[src/verilog/fpg_params.svh]
// Operation
// - Enable bit set turns that fan pin into GPIO; bit3 pin1 ... bit0 pin4.
// - Config bits 7,5,3,1 set direction of I/O 1..4; one means output.
// - Config bits 6,4,2,0 set polarity of I/O 1..4; one means active high.
// - Output value comes from LSB of that fan's minimum duty register.
// - Input status bit is read-only, set while pin sits at asserted level.
// - Output status bit is writable; setting it asserts the pin per polarity.
// - Status bits 7..4 show I/O 4..1, only while that pin is GPIO.
// - Enable, config and status registers are zero after reset.
`ifndef FPG_PARAMS_SVH
`define FPG_PARAMS_SVH
`define FPG_ADDR_ENABLE 8'h7F
`define FPG_ADDR_CONFIG 8'h80
`define FPG_ADDR_STATUS 8'h81
`define FPG_RESET_VALUE 8'h00
`define FPG_STATUS_LSB 4
`define FPG_ENABLE_USED_MASK 8'h0F
`define FPG_SEL_MSB 3
`define FPG_DIR_MSB 7
`define FPG_POL_MSB 6
`define FPG_PINS_RESET 4'h0
`define FPG_OE_RESET 4'hF
`endif

[src/verilog/fpg_pkg.sv]
package fpg_pkg;
    typedef logic [7:0] fpg_byte_t;
    typedef logic [3:0] fpg_pins_t;
endpackage : fpg_pkg

[src/verilog/fpg_port.sv]
// Design decision made here: the Wishbone slave port.
`timescale 1ns/1ps
`include "fpg_params.svh"
// Index i of pin vectors is fan pin i+1 (pin1 = index 0)
module fpg_port (
    input wire logic clk,
    input wire logic sys_rst,
    input wire logic [31:0] wb_adr_i,
    input wire logic [31:0] wb_dat_i,
    output logic [31:0] wb_dat_o,
    input wire logic wb_we_i,
    input wire logic [3:0] wb_sel_i,
    input wire logic wb_stb_i,
    input wire logic wb_cyc_i,
    output logic wb_ack_o,
    input wire fpg_pkg::fpg_pins_t fan_drive,
    input wire fpg_pkg::fpg_pins_t min_duty_lsb,
    input wire fpg_pkg::fpg_pins_t pin_in,
    output fpg_pkg::fpg_pins_t pin_out,
    output fpg_pkg::fpg_pins_t pin_oe
);
    import fpg_pkg::*;

    fpg_byte_t enable_reg;
    fpg_byte_t config_reg;
    fpg_pins_t level_out_reg;
    fpg_pins_t pin_sync;
    fpg_pins_t io_sel;
    fpg_pins_t dir;
    fpg_pins_t pol;
    fpg_pins_t in_asserted;
    fpg_pins_t status_view;
    fpg_pins_t pin_out_next;
    fpg_pins_t pin_oe_next;
    fpg_pins_t level_out_next;
    fpg_byte_t status_byte;
    logic [31:0] rd_next;

    // Byte address equals printed offset, so word-aligned decode is not used
    function automatic logic hit(input logic [31:0] adr, input logic [7:0] off);
        hit = (adr == {24'h000000, off});
    endfunction : hit

    wire access = wb_cyc_i && wb_stb_i && !wb_ack_o;
    wire wr_lane = access && wb_we_i && wb_sel_i[0];
    wire wr_enable = wr_lane && hit(wb_adr_i, `FPG_ADDR_ENABLE);
    wire wr_config = wr_lane && hit(wb_adr_i, `FPG_ADDR_CONFIG);
    wire wr_status = wr_lane && hit(wb_adr_i, `FPG_ADDR_STATUS);
    wire rd_enable = access && !wb_we_i && hit(wb_adr_i, `FPG_ADDR_ENABLE);
    wire rd_status = access && !wb_we_i && hit(wb_adr_i, `FPG_ADDR_STATUS);

    fpg_sync #(.WIDTH(4)) u_sync (
        .clk(clk),
        .sys_rst(sys_rst),
        .async_in(pin_in),
        .sync_out(pin_sync)
    );

    genvar i;
    generate
        for (i = 0; i < 4; i++) begin : g_pin
            assign io_sel[i] = enable_reg[`FPG_SEL_MSB-i];
            assign dir[i] = config_reg[`FPG_DIR_MSB-2*i];
            assign pol[i] = config_reg[`FPG_POL_MSB-2*i];
            assign in_asserted[i] = pol[i] ? pin_sync[i] : !pin_sync[i];
            // Duty LSB or software status bit asserts the output (OR of both sources)
            assign pin_out_next[i] = !io_sel[i] ? fan_drive[i] :
                ((min_duty_lsb[i] | level_out_reg[i]) ? pol[i] : !pol[i]);
            assign pin_oe_next[i] = !io_sel[i] || dir[i];
            assign status_view[i] = !io_sel[i] ? 1'b0 :
                (dir[i] ? level_out_reg[i] : in_asserted[i]);
            assign level_out_next[i] = (wr_status && io_sel[i] && dir[i]) ?
                wb_dat_i[`FPG_STATUS_LSB+i] : level_out_reg[i];
        end
    endgenerate

    assign status_byte = {status_view, 4'h0};
    assign rd_next = hit(wb_adr_i, `FPG_ADDR_ENABLE) ? {24'h000000, enable_reg} :
                     hit(wb_adr_i, `FPG_ADDR_CONFIG) ? {24'h000000, config_reg} :
                     hit(wb_adr_i, `FPG_ADDR_STATUS) ? {24'h000000, status_byte} :
                     32'h00000000;

    // Register bank: a write lands at the taking edge, the same edge that raises ack
    always_ff @(posedge clk or posedge sys_rst) begin
        if (sys_rst) begin
            enable_reg <= `FPG_RESET_VALUE;
        end else if (wr_enable) begin
            // Reserved enable bits are kept zero whatever software writes
            enable_reg <= wb_dat_i[7:0] & `FPG_ENABLE_USED_MASK;
        end
    end

    // Select bits map in reverse order: bit 3 is pin 1, bit 0 is pin 4
    chk_pin1_map: assert property (@(posedge clk) disable iff (sys_rst)
        wr_enable |=> io_sel[0] == $past(wb_dat_i[3]))
        else $error("pin1 select mismatch");
    chk_pin2_map: assert property (@(posedge clk) disable iff (sys_rst)
        wr_enable |=> io_sel[1] == $past(wb_dat_i[2]))
        else $error("pin2 select mismatch");
    chk_pin3_map: assert property (@(posedge clk) disable iff (sys_rst)
        wr_enable |=> io_sel[2] == $past(wb_dat_i[1]))
        else $error("pin3 select mismatch");
    chk_pin4_map: assert property (@(posedge clk) disable iff (sys_rst)
        wr_enable |=> io_sel[3] == $past(wb_dat_i[0]))
        else $error("pin4 select mismatch");
    chk_enable_rsvd: assert property (@(posedge clk) disable iff (sys_rst)
        wb_ack_o && $past(rd_enable) |-> wb_dat_o[7:4] == 4'h0)
        else $error("reserved enable bits set");

    always_ff @(posedge clk or posedge sys_rst) begin
        if (sys_rst) begin
            config_reg <= `FPG_RESET_VALUE;
        end else if (wr_config) begin
            config_reg <= wb_dat_i[7:0];
        end
    end

    chk_config_write: assert property (@(posedge clk) disable iff (sys_rst)
        wr_config |=> config_reg == $past(wb_dat_i[7:0]))
        else $error("config write lost");

    // Software level of an output pin; kept while the pin is input or fan drive
    always_ff @(posedge clk or posedge sys_rst) begin
        if (sys_rst) begin
            level_out_reg <= `FPG_PINS_RESET;
        end else begin
            level_out_reg <= level_out_next;
        end
    end

    chk_level_write: assert property (@(posedge clk) disable iff (sys_rst)
        wr_status && io_sel[0] && dir[0] |=> level_out_reg[0] == $past(wb_dat_i[4]))
        else $error("output level not written");
    chk_level_hold: assert property (@(posedge clk) disable iff (sys_rst)
        !(io_sel[2] && dir[2]) |=> $stable(level_out_reg[2]))
        else $error("input level written");

    // The !ack term in access keeps each ack one cycle wide; a master holding stb gets ack every other cycle
    always_ff @(posedge clk or posedge sys_rst) begin
        if (sys_rst) begin
            wb_ack_o <= 1'b0;
            wb_dat_o <= 32'h00000000;
        end else begin
            wb_ack_o <= access;
            wb_dat_o <= (access && !wb_we_i) ? rd_next : 32'h00000000;
        end
    end

    // Read data in the ack cycle was built from the values seen at the taking edge
    chk_input_status: assert property (@(posedge clk) disable iff (sys_rst)
        wb_ack_o && $past(rd_status) && $past(io_sel[0]) && !$past(dir[0])
        |-> wb_dat_o[4] == ($past(pol[0]) == $past(pin_sync[0])))
        else $error("input status mismatch");
    chk_status_pin3: assert property (@(posedge clk) disable iff (sys_rst)
        wb_ack_o && $past(rd_status) && $past(io_sel[2]) && !$past(dir[2])
        |-> wb_dat_o[6] == ($past(pol[2]) == $past(pin_sync[2])))
        else $error("pin3 input status mismatch");
    chk_status_pin4: assert property (@(posedge clk) disable iff (sys_rst)
        wb_ack_o && $past(rd_status) && $past(io_sel[3]) && !$past(dir[3])
        |-> wb_dat_o[7] == ($past(pol[3]) == $past(pin_sync[3])))
        else $error("pin4 status bit misplaced");
    chk_status_pin1: assert property (@(posedge clk) disable iff (sys_rst)
        wb_ack_o && $past(rd_status) && $past(io_sel[0]) && $past(dir[0])
        |-> wb_dat_o[4] == $past(level_out_reg[0]))
        else $error("output status mismatch");
    chk_unsel_status: assert property (@(posedge clk) disable iff (sys_rst)
        wb_ack_o && $past(rd_status) && !$past(io_sel[1]) |-> !wb_dat_o[5])
        else $error("status set on fan pin");

    // Pins stay driven through reset so a fan input never floats
    always_ff @(posedge clk or posedge sys_rst) begin
        if (sys_rst) begin
            pin_out <= `FPG_PINS_RESET;
            pin_oe <= `FPG_OE_RESET;
        end else begin
            pin_out <= pin_out_next;
            pin_oe <= pin_oe_next;
        end
    end

    chk_fan_pass: assert property (@(posedge clk) disable iff (sys_rst)
        !io_sel[2] && $stable(io_sel[2]) |=> pin_out[2] == $past(fan_drive[2]) && pin_oe[2])
        else $error("fan waveform not passed");
    chk_fan_pin4: assert property (@(posedge clk) disable iff (sys_rst)
        !io_sel[3] |=> pin_out[3] == $past(fan_drive[3]))
        else $error("pin4 fan waveform not passed");
    chk_fan_oe: assert property (@(posedge clk) disable iff (sys_rst)
        !io_sel[0] |=> pin_oe[0])
        else $error("fan pin released");
    chk_out_level: assert property (@(posedge clk) disable iff (sys_rst)
        io_sel[0] && dir[0] && level_out_reg[0] |=> pin_oe[0] && pin_out[0] == $past(pol[0]))
        else $error("output not asserted");
    chk_duty_pin1: assert property (@(posedge clk) disable iff (sys_rst)
        io_sel[0] && dir[0] && min_duty_lsb[0] |=> pin_out[0] == $past(pol[0]))
        else $error("pin1 duty lsb not driven");
    chk_duty_drive: assert property (@(posedge clk) disable iff (sys_rst)
        io_sel[1] && dir[1] && min_duty_lsb[1] |=> pin_out[1] == $past(pol[1]))
        else $error("duty lsb not driven");
    chk_pol_low: assert property (@(posedge clk) disable iff (sys_rst)
        io_sel[1] && dir[1] && !min_duty_lsb[1] && !level_out_reg[1]
        |=> pin_out[1] == !$past(pol[1]))
        else $error("idle output level wrong");
    chk_input_hiz: assert property (@(posedge clk) disable iff (sys_rst)
        io_sel[0] && !dir[0] |=> !pin_oe[0])
        else $error("input pin driven");
    chk_dir_pin3: assert property (@(posedge clk) disable iff (sys_rst)
        io_sel[2] && !dir[2] |=> !pin_oe[2])
        else $error("pin3 input driven");
    chk_output_drive: assert property (@(posedge clk) disable iff (sys_rst)
        io_sel[1] && dir[1] |=> pin_oe[1])
        else $error("output pin released");
endmodule : fpg_port

[src/verilog/fpg_sync.sv]
`timescale 1ns/1ps
// Two-flop synchroniser per pin
module fpg_sync #(
    parameter int WIDTH = 4
) (
    input wire logic clk,
    input wire logic sys_rst,
    input wire logic [WIDTH-1:0] async_in,
    output logic [WIDTH-1:0] sync_out
);
    logic [WIDTH-1:0] meta_reg;
    always_ff @(posedge clk or posedge sys_rst) begin
        if (sys_rst) begin
            meta_reg <= '0;
            sync_out <= '0;
        end else begin
            meta_reg <= async_in;
            sync_out <= meta_reg;
        end
    end
endmodule : fpg_sync

[config.mk]
export PLATFORM = sky130hd
export DESIGN_NAME = fpg_port
export DESIGN_NICKNAME = d
export VERILOG_FILES = /design/src/verilog/fpg_pkg.sv /design/src/verilog/fpg_port.sv /design/src/verilog/fpg_sync.sv
export VERILOG_INCLUDE_DIRS = /design/src /design/src/verilog
export SDC_FILE = /design/constraint.sdc
export NUM_CORES = 1
export LEC_CHECK = 0
export BUFFER_PORTS_ARGS = -buffer_cell sky130_fd_sc_hd__clkbuf_2
export CAP_MARGIN = 20
export CORE_MARGIN = 2
export CORE_UTILIZATION = 29
export CTS_BUF_LIST = sky130_fd_sc_hd__clkbuf_16
export DETAILED_ROUTE_END_ITERATION = 7
export PLACE_DENSITY = 0.61
export SYNTH_ARGS = -nofsm -noshare
export SYNTH_HDL_FRONTEND = slang
export SYNTH_SLANG_ARGS = --single-unit
[constraint.sdc]
create_clock -name clk -period 1.85 [get_ports clk]
set_input_delay 0.0925 -clock clk [delete_from_list [all_inputs] [get_ports clk]]
set_output_delay 0.0925 -clock clk [all_outputs]
set_load 0.02 [all_outputs]
==> qor.yml, run 1 <==
worst_setup_path:
  cp_slowest_cell: "mux2_2"
  crit_family: "simple AND/OR/NAND/NOR gates"
  critPathKind: "reg2reg"
  max_stage_delay_ns: 0.38
  critPathArrivalTime_ns: 1.89
  cp.buffers_inverters: 1
  cp_max_fo: 6
  critPathLaunchType: "register"
  crit_chain: "and3b_1 -> nand3_1 -> buf_4 -> nor4_4 -> mux2_2"
  required_ns: 2.02
  cp-end-kind: "register"
place:
  dp_hpwl_mm: 3.19
  gp_congestion: 0.718
  placedCellCount: 335
  dpl_cell_area_sq_um: 2420
  port_buffers: 74
synth:
  syn-instance-count: 174
  synth-seq-cells: 41
  synth_area_leaders: "dfrtp_1 (47%), buf_4 (9.1%), mux2_2 (9.1%)"
  yosys_warnings: 0
  synthArstFlopShare_pct: 100
  netlist_top_cells_count: "dfrtp_1 (37), buf_4 (24), mux2_2 (16)"
  syn_area_per_cell_sq_um: 11.3
  yosysTopAreaCell: "dfrtp_1"
  ys.flop_type: "dfrtp_1"
  yosysUniqueCellTypes: 31
  syn_area_sq_um: 1970
  ys_seq_area_share_pct: 52.4
  synth.top_cell.area_share_pct: 47.0
  synth-edff-count: 0
  yosysMostFrequentCell: "dfrtp_1"
power_and_ir_drop:
  leakagePower_nw: 1.30
  pwr-share-clk_pct: 42.6
  internal_power_mw: 1.47
  p_seq_share_pct: 47.8
  p_sw_mw: 0.447
  combPwrFrac_pct: 9.6
  p_per_area_nw_per_um2: 737
  vdd_drop_max_uv: 501
  power.total_mw: 1.92
  power_switching_share_pct: 23.3
sta:
  post-route-period-util_pct: 93.0
  finalClockSkew_ns: 0.00630
  tns_ns: 0
  rsz0062_at_grt: "false"
  final.min_clock_period_ns: 1.72
  max_freq_ghz: 0.581
  finalHoldViolCount: 0
  slew_viol_final: 0
  slew_headroom_pct: 66.3
  finalSetupViolations: 0
  tightest_slew_ns: 0.505
routing:
  drc_errors: 0
  drtIter0Drc: 22
  drt_first_pass_iters: 4
  wl_mm: 4.11
  detail_route.wl_per_cell_um: 11.9
  vias: 1517
  drt.antenna.violating_nets: 0
  viasPerCell: 4.37
floorplanning:
  die_x_um: 86.4
  core_region_area_sq_um: 6680
  initial_utilization_pct: 29.5
  die_area_sq_um: 7470
  die_y_um: 86.4
  ios: 126
  rows: 30
clock_network:
  clk_path_buf_depth: 2
  cts_resized: 0
  cts_tree: "built"
  worstSkewPairLatency_ns: 0.28
  htree_levels: 2
  cts-root-buf: "clkbuf_16"
  cts_buffers: 5
  cts.sinks: 41
  path_clk_slew_ns: 0.06
final_layout:
  final_cells: 347
  finalInstanceArea_sq_um: 2600
  fillers: 678
  nNetsFinal: 352
  final_layout_size_suffix_gt1_share_pct: 43.1
  area_delta_synth_final_pct: 32.1
  antenna_cells: 0
global_route:
  antenna_found_initial: 0
  grt_pass1_wl_mm: 6.67
  grt_pass1_vias: 1438
  grt-ovfl-total: 0
  groute.usage.overall_pct: 11.7
  grt_max_degree: 42
status:
  status: "finished clean"
job:
  drv_cap: 0
worst_hold_path:
  hold_path.class: "in2reg"
cell families (layout without fill, tap and decap cells):
family	Yosys count	after routing	synth area share, %
buffers and inverters	31	101	10.5
flip-flops	41	41	52.4
AO/OA/AOI/OAI	15	15	4.89
multiplexers	16	16	9.15
other	1	24	0.190
AND/OR/NAND/NOR	62	62	19.3
XOR/XNOR	8	8	3.56
worst min-delay path, delay by kind of cell:
| family | cells | cell delay (ns) |
|---|---|---|
| buffers and inverters | 1 | 0.08 |
| AOI/OAI and AO/OA | 1 | 0.04 |
| and+or+nand+nor | 1 | 0.07 |
cell usage in the layout (no fill, tap or decap):
| cell type | count |
|---|---|
| a32o_1 | 2 |
| nand2_1 | 7 |
| xnor2_1 | 4 |
| and3b_1 | 1 |
| buf_4 | 11 |
| a21oi_1 | 4 |
| nor4b_1 | 2 |
| clkbuf_2 | 74 |
| nor4_1 | 13 |
| mux2_2 | 16 |
| nor4_4 | 2 |
| or2_2 | 1 |
| dfstp_2 | 4 |
| nand2b_1 | 5 |
| a22oi_1 | 1 |
| nor2b_1 | 4 |
| nor2_1 | 9 |
| inv_1 | 4 |
| nand3_1 | 5 |
| xor2_1 | 4 |
| and2_1 | 2 |
| nor3_1 | 7 |
| nand4_2 | 1 |
| clkinvlp_4 | 1 |
| nand4_1 | 2 |
| o21ai_0 | 3 |
| a31oi_1 | 3 |
| clkinv_1 | 1 |
| or4b_1 | 1 |
| dlygate4sd3_1 | 5 |
| o21a_1 | 2 |
| clkbuf_16 | 5 |
| conb_1 | 24 |
| dfrtp_1 | 37 |
power groups by stage:
stage	logic (mW)	clock network (mW)	registers (mW)
4_1_cts	0.187	0.844	0.916
2_1_floorplan	0.125	0	0.939
3_5_place_dp	0.178	0	0.932
5_1_grt	0.206	0.877	0.917
6_report	0.185	0.818	0.916
3_3_place_gp	0.176	0	0.932
cell type report:
| class | count | area, sq um | area share, % |
|---|---|---|---|
| clock buffer | 5 | 125 | 4.81 |
| tap | 80 | 100 | 3.85 |
| clock inverter | 2 | 11.3 | 0.433 |
| timing repair buffer | 90 | 503 | 19.3 |
| multi-input combinational | 125 | 817 | 31.4 |
| inverter | 4 | 15.0 | 0.577 |
| sequential | 41 | 1030 | 39.6 |
per-stage QoR:
| step | util, % | hold WS [ns] | setup WS, ns |
|---|---|---|---|
| 4_1_cts | 39.0 | 0.0351 | 0.132 |
| 6_report | 39.0 | 0.0388 | 0.129 |
| 5_1_grt | 39.0 | 0.0481 | 0.0408 |
| 3_3_place_gp | 36.2 | 0.203 | -0.0502 |
| 3_5_place_dp | 36.2 | 0.202 | -0.0999 |
| 2_1_floorplan | - | 0.124 | 0.0103 |
layer usage:
| metal | vias to the layer above | part of all wire (%) | GRT usage [%] |
|---|---|---|---|
| li1 | 756 | - | - |
| met3 | 6 | 8.0 | 4.76 |
| met1 | 698 | 45 | 15.6 |
| met2 | 57 | 46 | 17.1 |
| met5 | - | 0 | 0 |
| met4 | 0 | 1.5 | 4.26 |
worst paths after layout:
path / slack [ns] / startpoint / cells after the start / to
worst min-delay path: 0.04 / fan_drive[2] / 3 / pin_out[2]
worst max-delay path: 0.13 / wb_ack_o / 5 / enable_reg[1]
worst min register to register: 0.35 / u_sync.meta_reg[3] / 0 / u_sync.sync_out[3]
worst max register to register: 0.13 / wb_ack_o / 5 / enable_reg[1]
min in group asynchronous: 0.47 / sys_rst / 4 / pin_out[1]
max in group asynchronous: 1.01 / sys_rst / 4 / pin_oe[2]
timing repair:
action                                 in CTS  in global routing
setup buffers                               0                  0
endpoints found under the hold margin      41                  0
hold buffers                                5                  0
Power figures use the tool's default switching activity.
==> run 2: changes to the inputs <==
- ABC_AREA: default -> 1
- PLACE_DENSITY: 0.61 -> 0.59
- REMOVE_ABC_BUFFERS: default -> 1
==> run 2 against run 1 <==
Net effect:
- sequential share of layout area is 3.5 points lower
- sequential cell count stayed put
- global-route usage is 0.29 points lower
- utilization is 1.6 points lower
- total power is 1.8% higher
- maximum frequency is 26% higher
- hold slack worse by 0.023 ns
- die area is 14% higher
- first-iteration DRC count is 120% higher
- via count is 22% higher
==> qor.yml, run 2 <==
status:
  status: "finished clean"
floorplanning:
  rows: 32
  die_area_sq_um: 8540
  die_y_um: 92.4
  die_x_um: 92.4
  ios: 126
  initial_utilization_pct: 29.6
  core_region_area_sq_um: 7650
final_layout:
  area_delta_synth_final_pct: 25.9
  final_common_cell: "clkbuf_2"
  final_layout_size_suffix_gt1_share_pct: 32.3
  nNetsFinal: 446
  antenna_cells: 0
  most-common-layout-cells: "clkbuf_2 (74), nand2_1 (59), inv_1 (45)"
  final_cells: 464
sta:
  finalSetupViolations: 0
  tightest_slew_ns: 0.513
  rsz0062_at_grt: "false"
  final.min_clock_period_ns: 1.36
  post-route-period-util_pct: 73.6
  slew_headroom_pct: 65.8
  finalHoldViolCount: 0
  finalClockSkew_ns: 0.00657
  slew_viol_final: 0
  tns_ns: 0
  max_freq_ghz: 0.734
synth:
  syn_area_sq_um: 2270
  yosys_warnings: 0
  synth_area_leaders: "dfrtp_1 (41%), nand2_1 (9.8%), buf_4 (8.3%)"
  yosysUniqueCellTypes: 26
  synthArstFlopShare_pct: 100
  synth-edff-count: 0
  synth.top_cell.area_share_pct: 40.9
  synth-seq-cells: 41
  syn-instance-count: 277
  yosysTopAreaCell: "dfrtp_1"
  ys_seq_area_share_pct: 45.5
  ys.flop_type: "dfrtp_1"
  syn_area_per_cell_sq_um: 8.18
  yosysMostFrequentCell: "nand2_1"
  netlist_top_cells_count: "nand2_1 (59), inv_1 (44), dfrtp_1 (37)"
place:
  port_buffers: 74
  gp_congestion: 0.737
  placedCellCount: 451
  dp_hpwl_mm: 3.70
power_and_ir_drop:
  leakagePower_nw: 1.57
  p_per_area_nw_per_um2: 684
  power.total_mw: 1.95
  vdd_drop_max_uv: 315
job:
  drv_cap: 0
worst_setup_path:
  critPathKind: "reg2reg"
  crit_chain: "nor2_1 -> nand2_1 -> nor2_1 -> nand2_1 -> inv_1 -> nand2_1 -> nor2_1"
  cp_slowest_cell: "dfrtp_1"
  crit_family: "simple AND/OR/NAND/NOR gates"
  cp-end-kind: "register"
  critPathArrivalTime_ns: 1.58
  ff2ff_setup_slack_ns: 0.49
  required_ns: 2.06
  max_stage_delay_ns: 0.37
  cp.buffers_inverters: 1
  cp_max_fo: 5
  critPathLaunchType: "register"
global_route:
  grt-ovfl-total: 0
  groute.usage.overall_pct: 11.4
  grt_max_degree: 42
  grt_pass1_vias: 1742
  grt_pass1_wl_mm: 7.80
  antenna_found_initial: 0
routing:
  vias: 1844
  drt_first_pass_iters: 4
  drc_errors: 0
  detail_route.wl_per_cell_um: 9.89
  viasPerCell: 3.97
  drtIter0Drc: 49
  wl_mm: 4.59
  drt.antenna.violating_nets: 0
worst_hold_path:
  hold_path.class: "in2reg"
clock_network:
  worstSkewPairLatency_ns: 0.28
  cts_setup_buffers: 0
  cts_tree: "built"
  cts.sinks: 41
  cts_buffers: 5
  htree_levels: 2
  cts-root-buf: "clkbuf_16"
  clk_path_buf_depth: 2
  path_clk_slew_ns: 0.06
[run 2: cell types whose count changed after synthesis, moves of 5 or more]
cell and delta:
nor2_1 +20, nor2_2 +7, nor4_1 -13, a21oi_1 +5, mux2_2 -16, nor3_1 -5, nand2b_1 -5, o21ai_0 +5
inv_1 +40, nand2_1 +52, o21ai_2 +8
[run 2: path summary, 6_finish.rpt]
path | from | end | cells past startpoint
worst max register to register | wb_ack_o | wb_dat_o[5] | 7
max in group asynchronous | sys_rst | pin_oe[3] | 4
worst min register to register | u_sync.meta_reg[3] | u_sync.sync_out[3] | 0
worst max-delay path | wb_ack_o | wb_dat_o[5] | 7
worst min-delay path | fan_drive[3] | pin_out[3] | 3
min in group asynchronous | sys_rst | wb_dat_o[2] | 4
[run 2: timing repair]
| action | in CTS | in global routing |
|---|---|---|
| hold buffers | 5 | 0 |
| resized for setup | 0 | 0 |
| endpoints found under the hold margin | 41 | 0 |
[run 2: worst min-delay path: stages]
cell and delay, ns:
clkbuf_2 0.07, nand2_1 0.04, o21ai_0 0.06
[run 2: layer usage]
| layer | up-vias | part of all wire, % | track usage, % |
|---|---|---|---|
| li1 | 969 | - | - |
| met1 | 817 | 44 | 14.5 |
| met2 | 51 | 49 | 18.6 |
| met3 | 7 | 5.4 | 3.17 |
| met4 | 0 | 1.4 | 3.86 |
| met5 | - | 0 | 0 |
[run 2: per-stage QoR]
step / util [%] / area, sq um / setup WS [ns] / hold WS (ns)
floorplan: - / 2150 / 0.565 / 0.124
global placement: 34.8 / 2660 / 0.473 / 0.203
detailed placement: 34.8 / 2660 / 0.450 / 0.202
CTS: 37.3 / 2850 / 0.461 / 0.0106
global route: 37.3 / 2850 / 0.298 / 0.0344
finish: 37.3 / 2850 / 0.488 / 0.0157
[run 2: area by class of cell]
| cell class | instances | area [sq um] |
|---|---|---|
| clock buffers | 5 | 125 |
| clock inverters | 3 | 18.8 |
| fillers | 804 | 4790 |
| inverters | 46 | 173 |
| multi-input cells | 187 | 950 |
| flip-flops and latches | 41 | 1030 |
| well taps | 102 | 128 |
| repair buffers | 80 | 428 |
[run 2: report_power, final]
part,internal (mW),total [mW],leakage [nW],switching (mW)
logic,0.0741,0.204,0.993,0.130
registers,0.912,0.917,0.510,0.00493
clock network,0.494,0.832,0.0672,0.338
[run 2: kinds of logic (layout without fill, tap and decap cells)]
family,after synthesis,in the layout,share of synthesized area (%)
flops,41,41,45.5
buf+inv,72,134,16.4
other cells,1,24,0.165
xor+xnor,8,8,3.09
compound gates,32,32,8.56
simple gates,123,123,26.3
